<file path="src/logic/msc_pkg.sv">
// Constants and carrier types for the accumulator shift and compare unit.
// Assumes a 32-bit classic Wishbone slave with byte addresses.
`default_nettype none

package msc_pkg;

   // ****************************************
   // Widths
   // ****************************************
   localparam int ACC_WIDTH = 40;
   localparam int WORD_WIDTH = 16;
   localparam int EXT_WIDTH = 8;
   localparam int AMT_WIDTH = 5;

   // ****************************************
   // Register byte offsets
   // ****************************************
   localparam logic [7:0] OFF_CONTROL = 8'h00;
   localparam logic [7:0] OFF_STATUS = 8'h04;
   localparam logic [7:0] OFF_ACC_LOW = 8'h08;
   localparam logic [7:0] OFF_ACC_HIGH = 8'h0c;
   localparam logic [7:0] OFF_ACC_EXT = 8'h10;
   localparam logic [7:0] OFF_OP_LOW = 8'h14;
   localparam logic [7:0] OFF_OP_HIGH = 8'h18;
   localparam logic [7:0] OFF_OP_EXT = 8'h1c;
   localparam logic [7:0] OFF_COMMAND = 8'h20;

   // ****************************************
   // Field positions
   // ****************************************
   localparam int CTL_SAT_BIT = 7;
   localparam int ST_N_BIT = 8;
   localparam int ST_Z_BIT = 9;
   localparam int ST_C_BIT = 10;
   localparam int ST_SV_BIT = 11;
   localparam int ST_E_BIT = 12;
   localparam int ST_SL_BIT = 13;
   localparam int CMD_AMT_LSB = 4;

   // ****************************************
   // Reset values
   // ****************************************
   localparam logic [15:0] CONTROL_RESET = 16'h0000;
   localparam logic [15:0] STATUS_RESET = 16'h0000;
   localparam logic [39:0] ACC_RESET = 40'h00_0000_0000;

   // ****************************************
   // Commands
   // ****************************************
   typedef enum logic [3:0] {
      CMD_NONE = 4'h0,
      CMD_LSHR = 4'h1,
      CMD_ASHR = 4'h2,
      CMD_CMP = 4'h3
   } msc_cmd_type;

   typedef struct packed {
      msc_cmd_type cmd;
      logic [AMT_WIDTH-1:0] amount;
      logic [ACC_WIDTH-1:0] acc;
      logic [ACC_WIDTH-1:0] operand;
      logic [15:0] status;
   } msc_alu_in_type;

   typedef struct packed {
      logic [ACC_WIDTH-1:0] acc;
      logic [15:0] status;
   } msc_alu_out_type;

endpackage : msc_pkg

`default_nettype wire

</file>
<file path="src/logic/msc_alu.sv">
// Combinational shift and compare datapath of the accumulator unit.
// Assumes the caller registers results; no saturation input exists on purpose.
`default_nettype none
`timescale 1ns/1ns

module msc_alu (
   // Request
   input wire msc_pkg::msc_alu_in_type in_i,
   // Result
   output var msc_pkg::msc_alu_out_type out_o
);
   import msc_pkg::*;

   logic [ACC_WIDTH:0] ext_acc;
   logic [ACC_WIDTH:0] shifted;
   logic [ACC_WIDTH-1:0] diff;
   logic shout;

   always_comb begin
      out_o = '{acc: in_i.acc, status: in_i.status};
      ext_acc = {in_i.acc, 1'b0};
      shifted = ext_acc;
      diff = in_i.operand - in_i.acc;
      shout = 1'b0;
      case (in_i.cmd)
         // Saturation mode never reaches this path, so shifts cannot clamp
         CMD_LSHR, CMD_ASHR: begin
            // Whole 40 bits shift, so on a one-place shift extension bit 0 lands in high word bit 15
            if (in_i.cmd == CMD_ASHR) begin
               shifted = $signed(ext_acc) >>> in_i.amount;
            end else begin
               shifted = ext_acc >> in_i.amount;
            end
            shout = shifted[0];
            out_o.acc = shifted[ACC_WIDTH:1];
            out_o.status[ST_N_BIT] = shifted[ACC_WIDTH];
            out_o.status[ST_Z_BIT] = (shifted[ACC_WIDTH:1] == '0);
            out_o.status[ST_C_BIT] = shout;
            // Extension byte significant when it differs from sign of bit 31
            out_o.status[ST_E_BIT] = !((shifted[ACC_WIDTH:32] == '0)
               || (shifted[ACC_WIDTH:32] == '1));
         end
         CMD_CMP: begin
            // Operand minus accumulator; carry is the borrow
            out_o.status[ST_C_BIT] = (in_i.operand < in_i.acc);
            // Accumulator and zero flag untouched
            out_o.status[ST_N_BIT] = diff[ACC_WIDTH-1];
         end
         default: begin
            out_o = '{acc: in_i.acc, status: in_i.status};
         end
      endcase
   end

endmodule : msc_alu

`default_nettype wire

</file>
<file path="src/logic/msc_unit.sv">
// Top of the accumulator shift and compare unit with its Wishbone slave.
// Assumes a classic Wishbone master that holds each request until ack.
//
// Operation
// - Right shifts behave identically with saturation enabled or disabled.
// - Right shifts work across all 40 accumulator bits, extension included.
// - Shift results written back are never clamped or saturated.
// - One-place right shift moves extension bit 0 into high word bit 15.
// - After a shift, extension flag set whenever extension byte is significant.
// - Compare subtracts accumulator from operand; carry bit 10 when operand smaller.
// - Compare keeps accumulator, updates negative and carry, leaves zero flag.
//
// The placing of the registers and register access over Wishbone were decided locally.
`default_nettype none
`timescale 1ns/1ns

module msc_unit (
   // Clock and reset
   input wire logic clk_i,
   input wire logic rst_i,
   // Wishbone slave
   input wire logic wb_cyc_i,
   input wire logic wb_stb_i,
   input wire logic wb_we_i,
   input wire logic [7:0] wb_adr_i,
   input wire logic [3:0] wb_sel_i,
   input wire logic [31:0] wb_dat_i,
   output logic [31:0] wb_dat_o,
   output logic wb_ack_o,
   // Observed state
   output logic [msc_pkg::ACC_WIDTH-1:0] acc_o,
   output logic [15:0] mac_status_word_o,
   output logic saturation_enable_o
);
   import msc_pkg::*;

   // ****************************************
   // State
   // ****************************************
   typedef struct packed {
      logic ack;
      logic [31:0] rdata;
      logic [15:0] mac_control_word;
      logic [15:0] mac_status_word;
      logic [ACC_WIDTH-1:0] acc;
      logic [ACC_WIDTH-1:0] operand;
   } msc_state_type;

   msc_state_type st;
   msc_state_type next_st;
   msc_alu_in_type alu_in;
   msc_alu_out_type alu_out;
   logic wr;
   logic [31:0] merged;

   // Byte-lane merge of a register with write data
   function automatic logic [31:0] merge(input logic [31:0] old, input logic [31:0] wdat,
                                         input logic [3:0] sel);
      logic [31:0] res;
      res = old;
      for (int i = 0; i < 4; i++) begin
         if (sel[i]) begin
            res[i*8 +: 8] = wdat[i*8 +: 8];
         end
      end
      return res;
   endfunction : merge

   // Register word as software reads it; unmapped offsets read as zero
   function automatic logic [31:0] reg_word(input msc_state_type s, input logic [7:0] adr);
      logic [31:0] res;
      case (adr)
         OFF_CONTROL: res = {16'h0000, s.mac_control_word};
         OFF_STATUS: res = {16'h0000, s.mac_status_word};
         OFF_ACC_LOW: res = {16'h0000, s.acc[15:0]};
         OFF_ACC_HIGH: res = {16'h0000, s.acc[31:16]};
         OFF_ACC_EXT: res = {24'h000000, s.acc[39:32]};
         OFF_OP_LOW: res = {16'h0000, s.operand[15:0]};
         OFF_OP_HIGH: res = {16'h0000, s.operand[31:16]};
         OFF_OP_EXT: res = {24'h000000, s.operand[39:32]};
         default: res = 32'h0000_0000;
      endcase
      return res;
   endfunction : reg_word

   // ****************************************
   // Datapath
   // ****************************************
   msc_alu u_alu (
      .in_i(alu_in),
      .out_o(alu_out)
   );

   always_comb begin
      wr = wb_cyc_i && wb_stb_i && wb_we_i && st.ack;
      alu_in.cmd = CMD_NONE;
      alu_in.amount = wb_dat_i[CMD_AMT_LSB +: AMT_WIDTH];
      alu_in.acc = st.acc;
      alu_in.operand = st.operand;
      alu_in.status = st.mac_status_word;
      // A command acts only at the acknowledging edge, once per transfer
      if (wr && wb_adr_i == OFF_COMMAND && wb_sel_i[0]) begin
         case (wb_dat_i[3:0])
            CMD_LSHR: alu_in.cmd = CMD_LSHR;
            CMD_ASHR: alu_in.cmd = CMD_ASHR;
            CMD_CMP: alu_in.cmd = CMD_CMP;
            default: alu_in.cmd = CMD_NONE;
         endcase
      end
   end

   // ****************************************
   // Next state
   // ****************************************
   always_comb begin
      next_st = st;
      next_st.ack = wb_cyc_i && wb_stb_i && !st.ack;
      next_st.acc = alu_out.acc;
      next_st.mac_status_word = alu_out.status;
      // Old word and write data merged per byte lane before it lands
      merged = merge(reg_word(st, wb_adr_i), wb_dat_i, wb_sel_i);
      if (wb_cyc_i && wb_stb_i && !st.ack) begin
         next_st.rdata = reg_word(st, wb_adr_i);
      end
      if (wr) begin
         case (wb_adr_i)
            OFF_CONTROL: next_st.mac_control_word = merged[15:0];
            OFF_STATUS: next_st.mac_status_word = merged[15:0];
            OFF_ACC_LOW: next_st.acc[15:0] = merged[15:0];
            OFF_ACC_HIGH: next_st.acc[31:16] = merged[15:0];
            OFF_ACC_EXT: next_st.acc[39:32] = merged[7:0];
            OFF_OP_LOW: next_st.operand[15:0] = merged[15:0];
            OFF_OP_HIGH: next_st.operand[31:16] = merged[15:0];
            OFF_OP_EXT: next_st.operand[39:32] = merged[7:0];
            // Command and unmapped offsets leave the registers alone
            default: next_st.rdata = st.rdata;
         endcase
      end
   end

   // ****************************************
   // Registers
   // ****************************************
   always_ff @(posedge clk_i or posedge rst_i) begin
      if (rst_i) begin
         st <= '{ack: 1'b0, rdata: 32'h0000_0000, mac_control_word: CONTROL_RESET,
                 mac_status_word: STATUS_RESET, acc: ACC_RESET, operand: ACC_RESET};
      end else begin
         st <= next_st;
      end
   end

   // Outputs straight from state flip-flops
   assign wb_ack_o = st.ack;
   assign wb_dat_o = st.rdata;
   assign acc_o = st.acc;
   assign mac_status_word_o = st.mac_status_word;
   // Saturation is reported but deliberately not fed to the shifter
   assign saturation_enable_o = st.mac_control_word[CTL_SAT_BIT];

endmodule : msc_unit

`default_nettype wire

</file>
<file path="config.mk">
export PLATFORM = sky130hd
export DESIGN_NAME = msc_unit
export DESIGN_NICKNAME = d
export VERILOG_FILES = /design/src/logic/msc_pkg.sv /design/src/logic/msc_alu.sv /design/src/logic/msc_unit.sv
export SDC_FILE = /design/constraint.sdc
export NUM_CORES = 1
export LEC_CHECK = 0
export BUFFER_PORTS_ARGS = -buffer_cell sky130_fd_sc_hd__buf_2
export CORE_ASPECT_RATIO = 1.25
export CORE_UTILIZATION = 40
export CTS_BUF_LIST = sky130_fd_sc_hd__clkbuf_2 sky130_fd_sc_hd__clkbuf_4 sky130_fd_sc_hd__clkbuf_8
export CTS_CLUSTER_SIZE = 20
export DETAILED_ROUTE_END_ITERATION = 6
export GPL_TIMING_DRIVEN = 0
export PLACE_DENSITY_LB_ADDON = 0.3
export SLEW_MARGIN = 10
export SYNTH_ARGS = -nofsm -noshare
export SYNTH_HDL_FRONTEND = slang
export SYNTH_SLANG_ARGS = --single-unit
</file>
<file path="constraint.sdc">
create_clock -name clk_i -period 7 [get_ports clk_i]
set_clock_uncertainty 0.05 [all_clocks]
set_input_delay 2.1 -clock clk_i [delete_from_list [all_inputs] [get_ports clk_i]]
set_output_delay 2.1 -clock clk_i [all_outputs]
set_load 0.01 [all_outputs]
</file>
==> metrics.md, run 1 <==
| Metric | Value |
|---|---|
| Total Nets Final | 1501 |
| Initial Util | 41.1% |
| Top FF cell, synth | dfrtp_1 |
| Area growth, synth to finish | 12.7% |
| Worst path most repeated cell | nand2_1 |
| Antenna violations before repair | 0 |
| Register area share after synthesis | 29.0% |
| Die width | 151 microns |
| Drt first pass iters | 5 |
| Vert. Die Dim | 188 microns |
| Gate Count Post-Synth | 1272 |
| HPWL Detailed | 38.1 mm |
| Crit path kind | in2reg |
| CTS tree | done |
| Detailed Route WL | 49.5 mm |
| Clock Tree Buf Depth | 2 |
| Reg clk slew, reported paths | 0.08 ns |
| TritonCTS Buffers | 17 |
| Synth cell types | 74 |
| Antenna viol nets, final | 0 |
| Design area | 12500 sq um |
| Final min period | 6.42 ns |
| Residual DRC | 0 |
| Root Driver | clkbuf_8 |
| Critical Path RT | 7.34 ns |
| Initial DRC Count | 963 |
| Fmax | 0.156 GHz |
| Final Cycle Share | 91.7% |
| Antenna diodes | 0 |
| Fin. Hold Viols | 0 |
| HP Class | reg2reg |
| Max incr delay on CP | 0.49 ns |
| Max-cap violations | 0 |
| Routed wl met2 | 23.4 mm |
| Worst slew margin | 26.2% |
| Largest net degree at the start of global routing | 81 |
| Placed inst area | 12200 sq um |
| Static Leakage | 5.78 nW |
| Maximum VDD drop | 0.000124 V |
| Postcts setup bufs | 0 |
| Io pins | 139 |
| CTS H-tree depth | 4 |
| Mean number of vias per cell | 6.36 |
| Global-route wire length before repair | 72.4 mm |
| Worst hold margin | 0.434 ns |
| Std cell rows | 67 |
| Post-synth EDFFs | 0 |
| Worst slew pin tran | 1.08 ns |
| Status | finished, final reports clean |
| Clock latency at the later pin of the worst-skew pair | 0.47 ns |
| Synth Cell Area | 11100 sq um |
| DR WL/cell | 28.0 microns |
| Crit Path Max Fanout | 10 |
| Critical path, cell by cell | buf_2 > buf_1 > nor2_1 > clkbuf_1 > nand2_1 > nor4_1 > and2_1 > inv_1 > ha_1 > nand2_1 > mux4_2 > mux2i_1 > nand3b_1 > or4b_1 > a211oi_2 > o2111ai_1 > o21bai_1 |
| Post-Synthesis Mean Instance Area | 8.74 sq um |
| Core ar. | 27100 sq um |
| Highest Signal Layer | met4 |
| Layout cells sized above 1 | 25.9% |
| Fin worst setup slack | 0.582 ns |
| Post_cts resized | 0 |
| Finished Layout Cells | 1768 |
| # clock sinks | 129 |
| WP data arrival | 6.76 ns |
| Crit path capture type | flop |
| DP Cell Count | 1735 |
| Seq cells post-synth | 129 |
| PwrDens | 138 nW/um^2 |
| Startpoint Class | input pin |
| FFs w/ async S/R, synth | 100% |
| RSZ-0062 raised after global routing | false |
| DRT met1 WL | 17.6 mm |
| All-Layer GR Usage | 35.7% |
| Vias | 11245 |
| # port buffers | 102 |
| YS warnings | 0 |
| Place WS | 0.0321 ns |
| Final global-route overflow total | 0 |
| Placer Congestion | 1.02 |
| Highest-delay cell along the critical path | or4b_1 |
| Final Max Tran Viols | 0 |
| Met3 WL | 3.81 mm |
| Die area | 28500 sq um |
| Vias in the first global route | 11118 |
| Tot Pwr | 0.00173 W |
| CTS Hold Bufs | 0 |
| Final Setup Violations | 0 |
-- report_power, final --
part           internal (W)  leakage (nW)  switching [W]
logic              0.000115          3.92       0.000223
registers          0.000749          1.68     0.00000738
clock network      0.000294         0.191       0.000338
-- layer usage --
layer,track usage [%],up-vias
met5,0,-
li1,-,4840
met2,57.6,785
met3,6.66,251
met1,40.3,5369
met4,30.3,0
-- critical path: cells and delay by family --
family	cells	cell delay, ns
compound gates	3	0.66
fa+ha+maj	1	0.35
buf+inv	4	1.06
mux	2	0.54
simple gates	7	2.04
-- path summary, 6_finish.rpt --
path / from / to / slack, ns / cells past startpoint
worst min register to register: wb_dat_o[11] / wb_dat_o[11] / 0.43 / 1
max in group asynchronous: rst_i / alu_in[29] / 4.52 / 3
worst min-delay path: wb_dat_o[11] / wb_dat_o[11] / 0.43 / 1
worst max-delay path: wb_adr_i[2] / mac_status_word_o[9] / 0.58 / 17
worst max register to register: wb_ack_o / mac_status_word_o[9] / 2.57 / 15
min in group asynchronous: rst_i / alu_in[48] / 1.62 / 2
-- metrics by stage --
step	setup TNS, ns	utilization [%]
after floorplan	0	-
after global placement	-38.21	44.8
after detailed placement	0	44.9
after CTS	0	46.3
after global routing	0	46.3
final	0	46.3
-- sequential cells by signal, indices dropped and copies added (netlist names) --
register             flops
acc_o                   40
alu_in                  40
mac_status_word_o       16
wb_dat_o                16
st                      15
saturation_enable_o      1
wb_ack_o                 1
-- cell usage in the layout, fill, tap and decap left out, types with 12 or more instances in the layout --
| cell | instances |
|---|---|
| nor2_1 | 104 |
| dfrtp_1 | 129 |
| clkbuf_8 | 18 |
| buf_4 | 90 |
| o21ai_0 | 103 |
| o22ai_1 | 12 |
| nand3_1 | 14 |
| mux2_2 | 34 |
| buf_2 | 121 |
| mux4_2 | 47 |
| ha_1 | 42 |
| inv_1 | 49 |
| conb_1 | 16 |
| a221oi_1 | 13 |
| o211ai_1 | 35 |
| clkbuf_1 | 56 |
| mux2i_1 | 38 |
| a21o_1 | 19 |
| a21oi_1 | 109 |
| a22oi_1 | 26 |
| nand2_1 | 148 |
| a211oi_1 | 12 |
| buf_1 | 13 |
-- cells in the mapped netlist, types with 7 or more instances --
cell type	count	area, sq um
o21ai_0	103	515
nor2b_1	9	56.3
a21oi_1	109	546
nand2_1	148	556
buf_2	19	95.1
a221oi_1	13	114
buf_4	90	676
nor3_1	9	45.0
a21oi_2	7	61.3
dfrtp_1	129	3230
nand3_1	14	70.1
mux2i_1	38	380
a22oi_1	26	195
mux4_2	47	1060
ha_1	42	526
and2_1	7	43.8
a21o_1	19	143
buf_1	13	48.8
clkbuf_1	56	210
o211ai_1	35	263
nor2_1	104	390
inv_1	50	188
mux2_2	34	383
o22ai_1	12	75.1
a211oi_1	12	90.1
a211oi_2	9	113
and3_1	8	50.1
-- cell families (layout without fill, tap and decap cells) --
| family | after synthesis | count (layout) | share of synthesized area [%] |
|---|---|---|---|
| AOI/OAI and AO/OA | 396 | 396 | 22.8 |
| other | 1 | 16 | 0.0337 |
| buffers and inverters | 237 | 373 | 11.8 |
| xor gates and xnor gates | 1 | 1 | 0.0788 |
| DFF | 129 | 129 | 29.0 |
| adders and majority gates | 42 | 42 | 4.73 |
| muxes | 125 | 125 | 17.7 |
| and+or+nand+nor | 341 | 341 | 13.9 |
-- final cells by class --
class,count,area (sq um)
Clock inverter,14,130
Tap cell,345,432
Sequential cell,129,3230
Buffer,185,1110
Inverter,52,200
Clock buffer,18,248
Timing Repair Buffer,104,543
Fill cell,2648,14500
Multi-Input combinational cell,921,6640
No activity file was read; power rests on OpenSTA's default activity.
==> run 2: changes to the inputs <==
--- a/config.mk
+++ b/config.mk
@@ -13,6 +13,7 @@
 export DETAILED_ROUTE_END_ITERATION = 6
 export GPL_TIMING_DRIVEN = 0
 export PLACE_DENSITY_LB_ADDON = 0.3
+export RECOVER_POWER = 50
 export SLEW_MARGIN = 10
 export SYNTH_ARGS = -nofsm -noshare
 export SYNTH_HDL_FRONTEND = slang
==> run 2 against run 1 <==
  * The run now ends with max-capacitance violations, max-slew violations left
  * Fmax is 1.0% higher
  * Via count hardly changed
  * Clock power about the same
  * Global-route usage is the same
  * First-iteration DRC count up 7.9%
  * Worst hold slack hardly changed
  * Final cell count unchanged
  * Critical path depth did not move
  * Non-clock buffer count stayed put
  * Clock-buffer cell count unchanged
  * Sequential power barely moved
  * Critical path type unchanged
  * Largest cell class unchanged
==> metrics.md, run 2 (synthesized netlist as in run 1, its figures left out) <==
| Metric | Value |
|---|---|
| Maximum VDD drop | 0.000123 V |
| Clock share of power | 36.6% |
| Worst r2r dst | mac_status_word_o[9] |
| Worst Min Path Start | wb_dat_o[11] |
| All-Layer GR Usage | 35.7% |
| Final min period | 6.35 ns |
| Fmax | 0.157 GHz |
| Sequential power share | 43.9% |
| Core Util, Final | 46.1% |
| HPWL Detailed | 38.1 mm |
| Crit Path Max Fanout | 10 |
| RSZ-0062 raised after global routing | false |
| Status | finished, violations left |
| Placer Congestion | 1.02 |
| Max-cap violations | 2 |
| Fin. Hold Viols | 0 |
| Antenna diodes | 0 |
| Crit path capture type | flop |
| Vias in the first global route | 11118 |
| Postcts setup bufs | 0 |
| Drt first pass iters | 6 |
| Antenna violations before repair | 0 |
| DR WL/cell | 27.9 microns |
| Switching share of power | 32.9% |
| CTS Hold Bufs | 0 |
| Setup TNS Final | 0 ns |
| Share of power burned in combinational logic | 19.5% |
| Antenna viol nets, final | 0 |
| # clock sinks | 129 |
| HP Class | reg2reg |
| CTS H-tree depth | 4 |
| Commonest non-fill, non-tap cell in the layout | nand2_1 |
| Crit path kind | in2reg |
| Worst reg2reg startpoint | wb_ack_o |
| Post_cts resized | 0 |
| Worst Hold End | wb_dat_o[11] |
| Core ar. | 27100 sq um |
| Design area | 12500 sq um |
| Mean number of vias per cell | 6.36 |
| Final Cycle Share | 90.8% |
| Die area | 28500 sq um |
| Final Setup Violations | 0 |
| Startpoint Class | input pin |
| Residual DRC | 0 |
| Worst slew margin | -52.5% |
| Cell Int Power | 0.00116 W |
| Failing checks | max-capacitance violations, max-slew violations |
| # port buffers | 102 |
| Std cell rows | 67 |
| Initial Util | 41.1% |
| Reg clk slew, reported paths | 0.08 ns |
| Layout cells sized above 1 | 24.1% |
| Root Driver | clkbuf_8 |
| Io pins | 139 |
| Vias | 11247 |
| Most frequent cells in the layout | nand2_1 (148), dfrtp_1 (129), a21oi_1 (109), nor2_1 (104), o21ai_0 (103) |
| Die width | 151 microns |
| Worst slew pin tran | 2.28 ns |
| Critical Path RT | 7.35 ns |
| Vert. Die Dim | 188 microns |
| Worst r2r path cells | 15 |
| Clock Tree Buf Depth | 2 |
| Final global-route overflow total | 0 |
| Area growth, synth to finish | 12.2% |
| Final Max Tran Viols | 132 |
| R2R Setup Slk | 2.62 ns |
| CTS tree | done |
| TritonCTS Buffers | 17 |
| Placed inst area | 12200 sq um |
| Detailed Route WL | 49.4 mm |
| Hold depth | 1 |
| Static Leakage | 5.66 nW |
| Largest net degree at the start of global routing | 81 |
| Clock latency at the later pin of the worst-skew pair | 0.47 ns |
| Psw | 0.000567 W |
| Total Nets Final | 1501 |
| WP data arrival | 6.70 ns |
| Global-route wire length before repair | 72.4 mm |
| PwrDens | 138 nW/um^2 |
| Initial DRC Count | 1039 |
-- run 2: cell types whose count changed in the layout (fill, tap and decap cells not counted) --
cell / previous run / this run
buf_2: 121 / 96
inv_6: 6 / 5
buf_16: 1 / 0
clkbuf_2: 1 / 2
clkbuf_1: 56 / 81
clkinvlp_2: 0 / 1
buf_4: 90 / 79
clkbuf_4: 1 / 12
-- run 2: cell type report --
type,count,area [sq um]
plain buffers,185,1110
clock buffers,18,248
clock inverters,14,130
fillers,2666,14600
inverters,52,196
multi-input cells,921,6640
flip-flops and latches,129,3230
well taps,345,432
repair buffers,104,489
-- run 2: worst max-delay path by stage --
stage	endpoint	slack [ns]	from	cells past startpoint
floorplan	acc_o[0]	1.41	rst_i	1
global placement	acc_o[12]	-0.31	rst_i	2
detailed placement	mac_status_word_o[9]	0.03	wb_adr_i[2]	17
CTS	mac_status_word_o[9]	0.52	wb_adr_i[2]	17
global route	mac_status_word_o[9]	0.38	wb_adr_i[2]	18
finish	mac_status_word_o[9]	0.65	wb_adr_i[2]	17
-- run 2: routing by layer --
layer  part of all wire, %  global-route usage (%)  vias up
li1                      -                       -     4841
met1                    35                    40.3     5386
met2                    47                    57.6      769
met3                   7.8                    6.66      251
met4                   9.6                    30.3        0
met5                     0                       0        -
-- run 2: worst max-delay path: stages --
cell and delay [ns]:
buf_2 0.15, buf_1 0.40, nor2_1 0.34, clkbuf_1 0.42, nand2_1 0.10, nor4_1 0.28
and2_1 0.25, inv_1 0.09, ha_1 0.34, nand2_1 0.36, mux4_2 0.32, mux2i_1 0.21
nand3b_1 0.23, or4b_1 0.49, a211oi_2 0.21, o2111ai_1 0.21, o21bai_1 0.19
-- run 2: stage by stage --
| stage | hold WS, ns | setup slack, ns | std cells | total power [W] |
|---|---|---|---|---|
| floorplan | 0.401 | 1.41 | 1287 | 0.000977 |
| global placement | 0.412 | -0.311 | 1734 | 0.00110 |
| detailed placement | 0.417 | 0.0321 | 1735 | 0.00110 |
| CTS | 0.442 | 0.518 | 1767 | 0.00172 |
| global route | 0.463 | 0.381 | 1768 | 0.00178 |
| finish | 0.434 | 0.646 | 1768 | 0.00172 |
-- run 2: power by group through the flow --
stage               Combinational (W)  Sequential, W  Clock (W)
finish                       0.000336       0.000756   0.000631
global route                 0.000353       0.000756   0.000670
CTS                          0.000327       0.000756   0.000637
detailed placement           0.000326       0.000770          0
global placement             0.000328       0.000771          0
floorplan                    0.000210       0.000767          0
==> run 3: changes to the inputs <==
--- a/config.mk
+++ b/config.mk
@@ -7,11 +7,12 @@
 export LEC_CHECK = 0
 export BUFFER_PORTS_ARGS = -buffer_cell sky130_fd_sc_hd__buf_2
 export CORE_ASPECT_RATIO = 1.25
-export CORE_UTILIZATION = 40
+export CORE_UTILIZATION = 42
 export CTS_BUF_LIST = sky130_fd_sc_hd__clkbuf_2 sky130_fd_sc_hd__clkbuf_4 sky130_fd_sc_hd__clkbuf_8
 export CTS_CLUSTER_SIZE = 20
 export DETAILED_ROUTE_END_ITERATION = 6
 export GPL_TIMING_DRIVEN = 0
+export MAX_ROUTING_LAYER = met4
 export PLACE_DENSITY_LB_ADDON = 0.3
 export RECOVER_POWER = 50
 export SLEW_MARGIN = 10
==> run 3 against run 2 <==
  * The run still ends with max-capacitance violations, max-slew violations left
  * Utilization rose by 2.0 points
  * Sequential power barely moved
  * Total power rose by 3.7%
==> metrics.md, run 3 (synthesized netlist as in run 1, its figures left out) <==
| Metric | Value |
|---|---|
| Postcts setup bufs | 0 |
| Antenna violations before repair | 0 |
| Final min period | 6.52 ns |
| Final Setup Violations | 0 |
| Place WS | 0.211 ns |
| Top delay family on crit path | compound AO/OA/AOI/OAI gates |
| R2R Setup Slk | 2.52 ns |
| All-Layer GR Usage | 37.9% |
| Commonest non-fill, non-tap cell in the layout | nand2_1 |
| DR WL/cell | 27.9 microns |
| Die area | 27100 sq um |
| RSZ-0062 raised after global routing | false |
| Clock latency at the later pin of the worst-skew pair | 0.47 ns |
| Placer Congestion | 1.02 |
| Final Cycle Share | 93.1% |
| Worst r2r dst | mac_status_word_o[9] |
| Reg clk slew, reported paths | 0.08 ns |
| Max incr delay on CP | 0.85 ns |
| Max-cap violations | 2 |
| # clock sinks | 129 |
| Critical path, cell by cell | buf_2 > buf_1 > nor2_1 > clkbuf_1 > nand2_1 > nor4_1 > and2_1 > inv_1 > ha_1 > clkbuf_1 > o21bai_1 > a32o_1 > nand2_1 > o21ai_0 > a2111oi_0 > nand4_1 > o21bai_1 |
| Die width | 148 microns |
| Worst slew margin | -50.1% |
| Final Max Tran Viols | 132 |
| Most frequent cells in the layout | nand2_1 (148), dfrtp_1 (129), a21oi_1 (109), nor2_1 (104), o21ai_0 (103) |
| CP Capture Point | mac_status_word_o[9] |
| Antenna viol nets, final | 0 |
| Detailed Route WL | 49.1 mm |
| HPWL Detailed | 38.5 mm |
| Register area | 3230 sq um |
| # port buffers | 102 |
| Layout fillers | 2587 |
| Io pins | 139 |
| Maximum VDD drop | 0.000126 V |
| HP Class | reg2reg |
| CTS tree | done |
| Clock Tree Buf Depth | 2 |
| Fin. Hold Viols | 0 |
| Largest net degree at the start of global routing | 81 |
| CP bufs+invs | 5 |
| Footprint of the multi-input gates | 6640 sq um |
| Vert. Die Dim | 184 microns |
| CP startpoint | wb_adr_i[2] |
| Highest-delay cell along the critical path | a2111oi_0 |
| Std cell rows | 66 |
| Core ar. | 26000 sq um |
| Initial DRC Count | 1267 |
| Critical Path RT | 7.33 ns |
| Area growth, synth to finish | 12.5% |
| Worst reg2reg startpoint | wb_ack_o |
| Final global-route overflow total | 0 |
| Fin worst setup slack | 0.480 ns |
| Worst slew pin tran | 2.24 ns |
| Layout cells sized above 1 | 24.1% |
| TritonCTS Buffers | 17 |
| Fmax | 0.153 GHz |
| Drt first pass iters | 5 |
| Vias in the first global route | 10853 |
| Static Leakage | 5.68 nW |
| Mean number of vias per cell | 6.36 |
| Initial Util | 42.7% |
| Core Util, Final | 48.1% |
| Post_cts resized | 0 |
| Crit Path Max Fanout | 10 |
| Residual DRC | 0 |
| Status | finished, violations left |
| Vias | 11202 |
| Total Nets Final | 1500 |
| CTS Hold Bufs | 0 |
| Worst r2r path cells | 15 |
| Startpoint Class | input pin |
| Root Driver | clkbuf_8 |
| Worst hold margin | 0.438 ns |
| Tot Pwr | 0.00179 W |
| WP data arrival | 6.85 ns |
| CTS H-tree depth | 4 |
| Failing checks | max-capacitance violations, max-slew violations |
| PwrDens | 143 nW/um^2 |
| Global-route wire length before repair | 71.9 mm |
| Setup TNS Final | 0 ns |
| Crit path capture type | flop |
| CP Depth | 17 |
| Crit path kind | in2reg |
| Antenna diodes | 0 |
## run 3: cell count changes in the layout (fill, tap and decap cells not counted), moves of 2 or more
cell / delta
inv_6: -5
clkinv_4: -2
bufinv_16: +2
clkbuf_4: +4
## run 3: worst reg2reg max path: cells and delay by family (launching register included)
kind	cells	cell delay, ns
AOI/OAI and AO/OA	5	1.85
adders and majority gates	1	0.34
buffers and inverters	3	0.76
DFF	1	0.35
and+or+nand+nor	6	1.05
## run 3: layout make-up
cell class                 instances  area share [%]
buffer                           185            8.90
inverter                          52            1.57
timing repair buffer             103            3.88
clock inverter                    10            1.07
multi-input combinational        921            53.1
sequential                       129            25.8
clock buffer                      22            2.27
tap                              340            3.40
## run 3: worst min-delay path by stage
| stage | depth (start not counted) | slack (ns) | from | to |
|---|---|---|---|---|
| 2_1_floorplan | 1 | 0.40 | wb_dat_o[11] | wb_dat_o[11] |
| 4_1_cts | 1 | 0.44 | wb_dat_o[3] | wb_dat_o[3] |
| 3_5_place_dp | 1 | 0.42 | wb_dat_o[3] | wb_dat_o[3] |
| 3_3_place_gp | 1 | 0.41 | wb_dat_o[14] | wb_dat_o[14] |
| 5_1_grt | 1 | 0.45 | wb_dat_o[3] | wb_dat_o[3] |
| 6_report | 1 | 0.44 | wb_dat_o[7] | wb_dat_o[7] |
## run 3: layer usage
metal  GRT usage (%)  share of wire, %  vias to the layer above
met5               -                 0                        -
met4            29.2               8.8                        0
met3            5.46               7.2                      254
met2            62.7                49                      728
met1            41.0                35                     5385
li1                -                 -                     4835
## run 3: stage by stage
step           instances  instance area [sq um]
2_1_floorplan       1287                  11200
3_3_place_gp        1729                  12100
3_5_place_dp        1730                  12100
4_1_cts             1762                  12600
5_1_grt             1762                  12500
6_report            1762                  12500
## run 3: where the power goes
group / switching (W) / total, W / internal [W]
clock network: 0.000311 / 0.000692 / 0.000381
registers: 0.00000716 / 0.000756 / 0.000749
logic: 0.000226 / 0.000339 / 0.000113
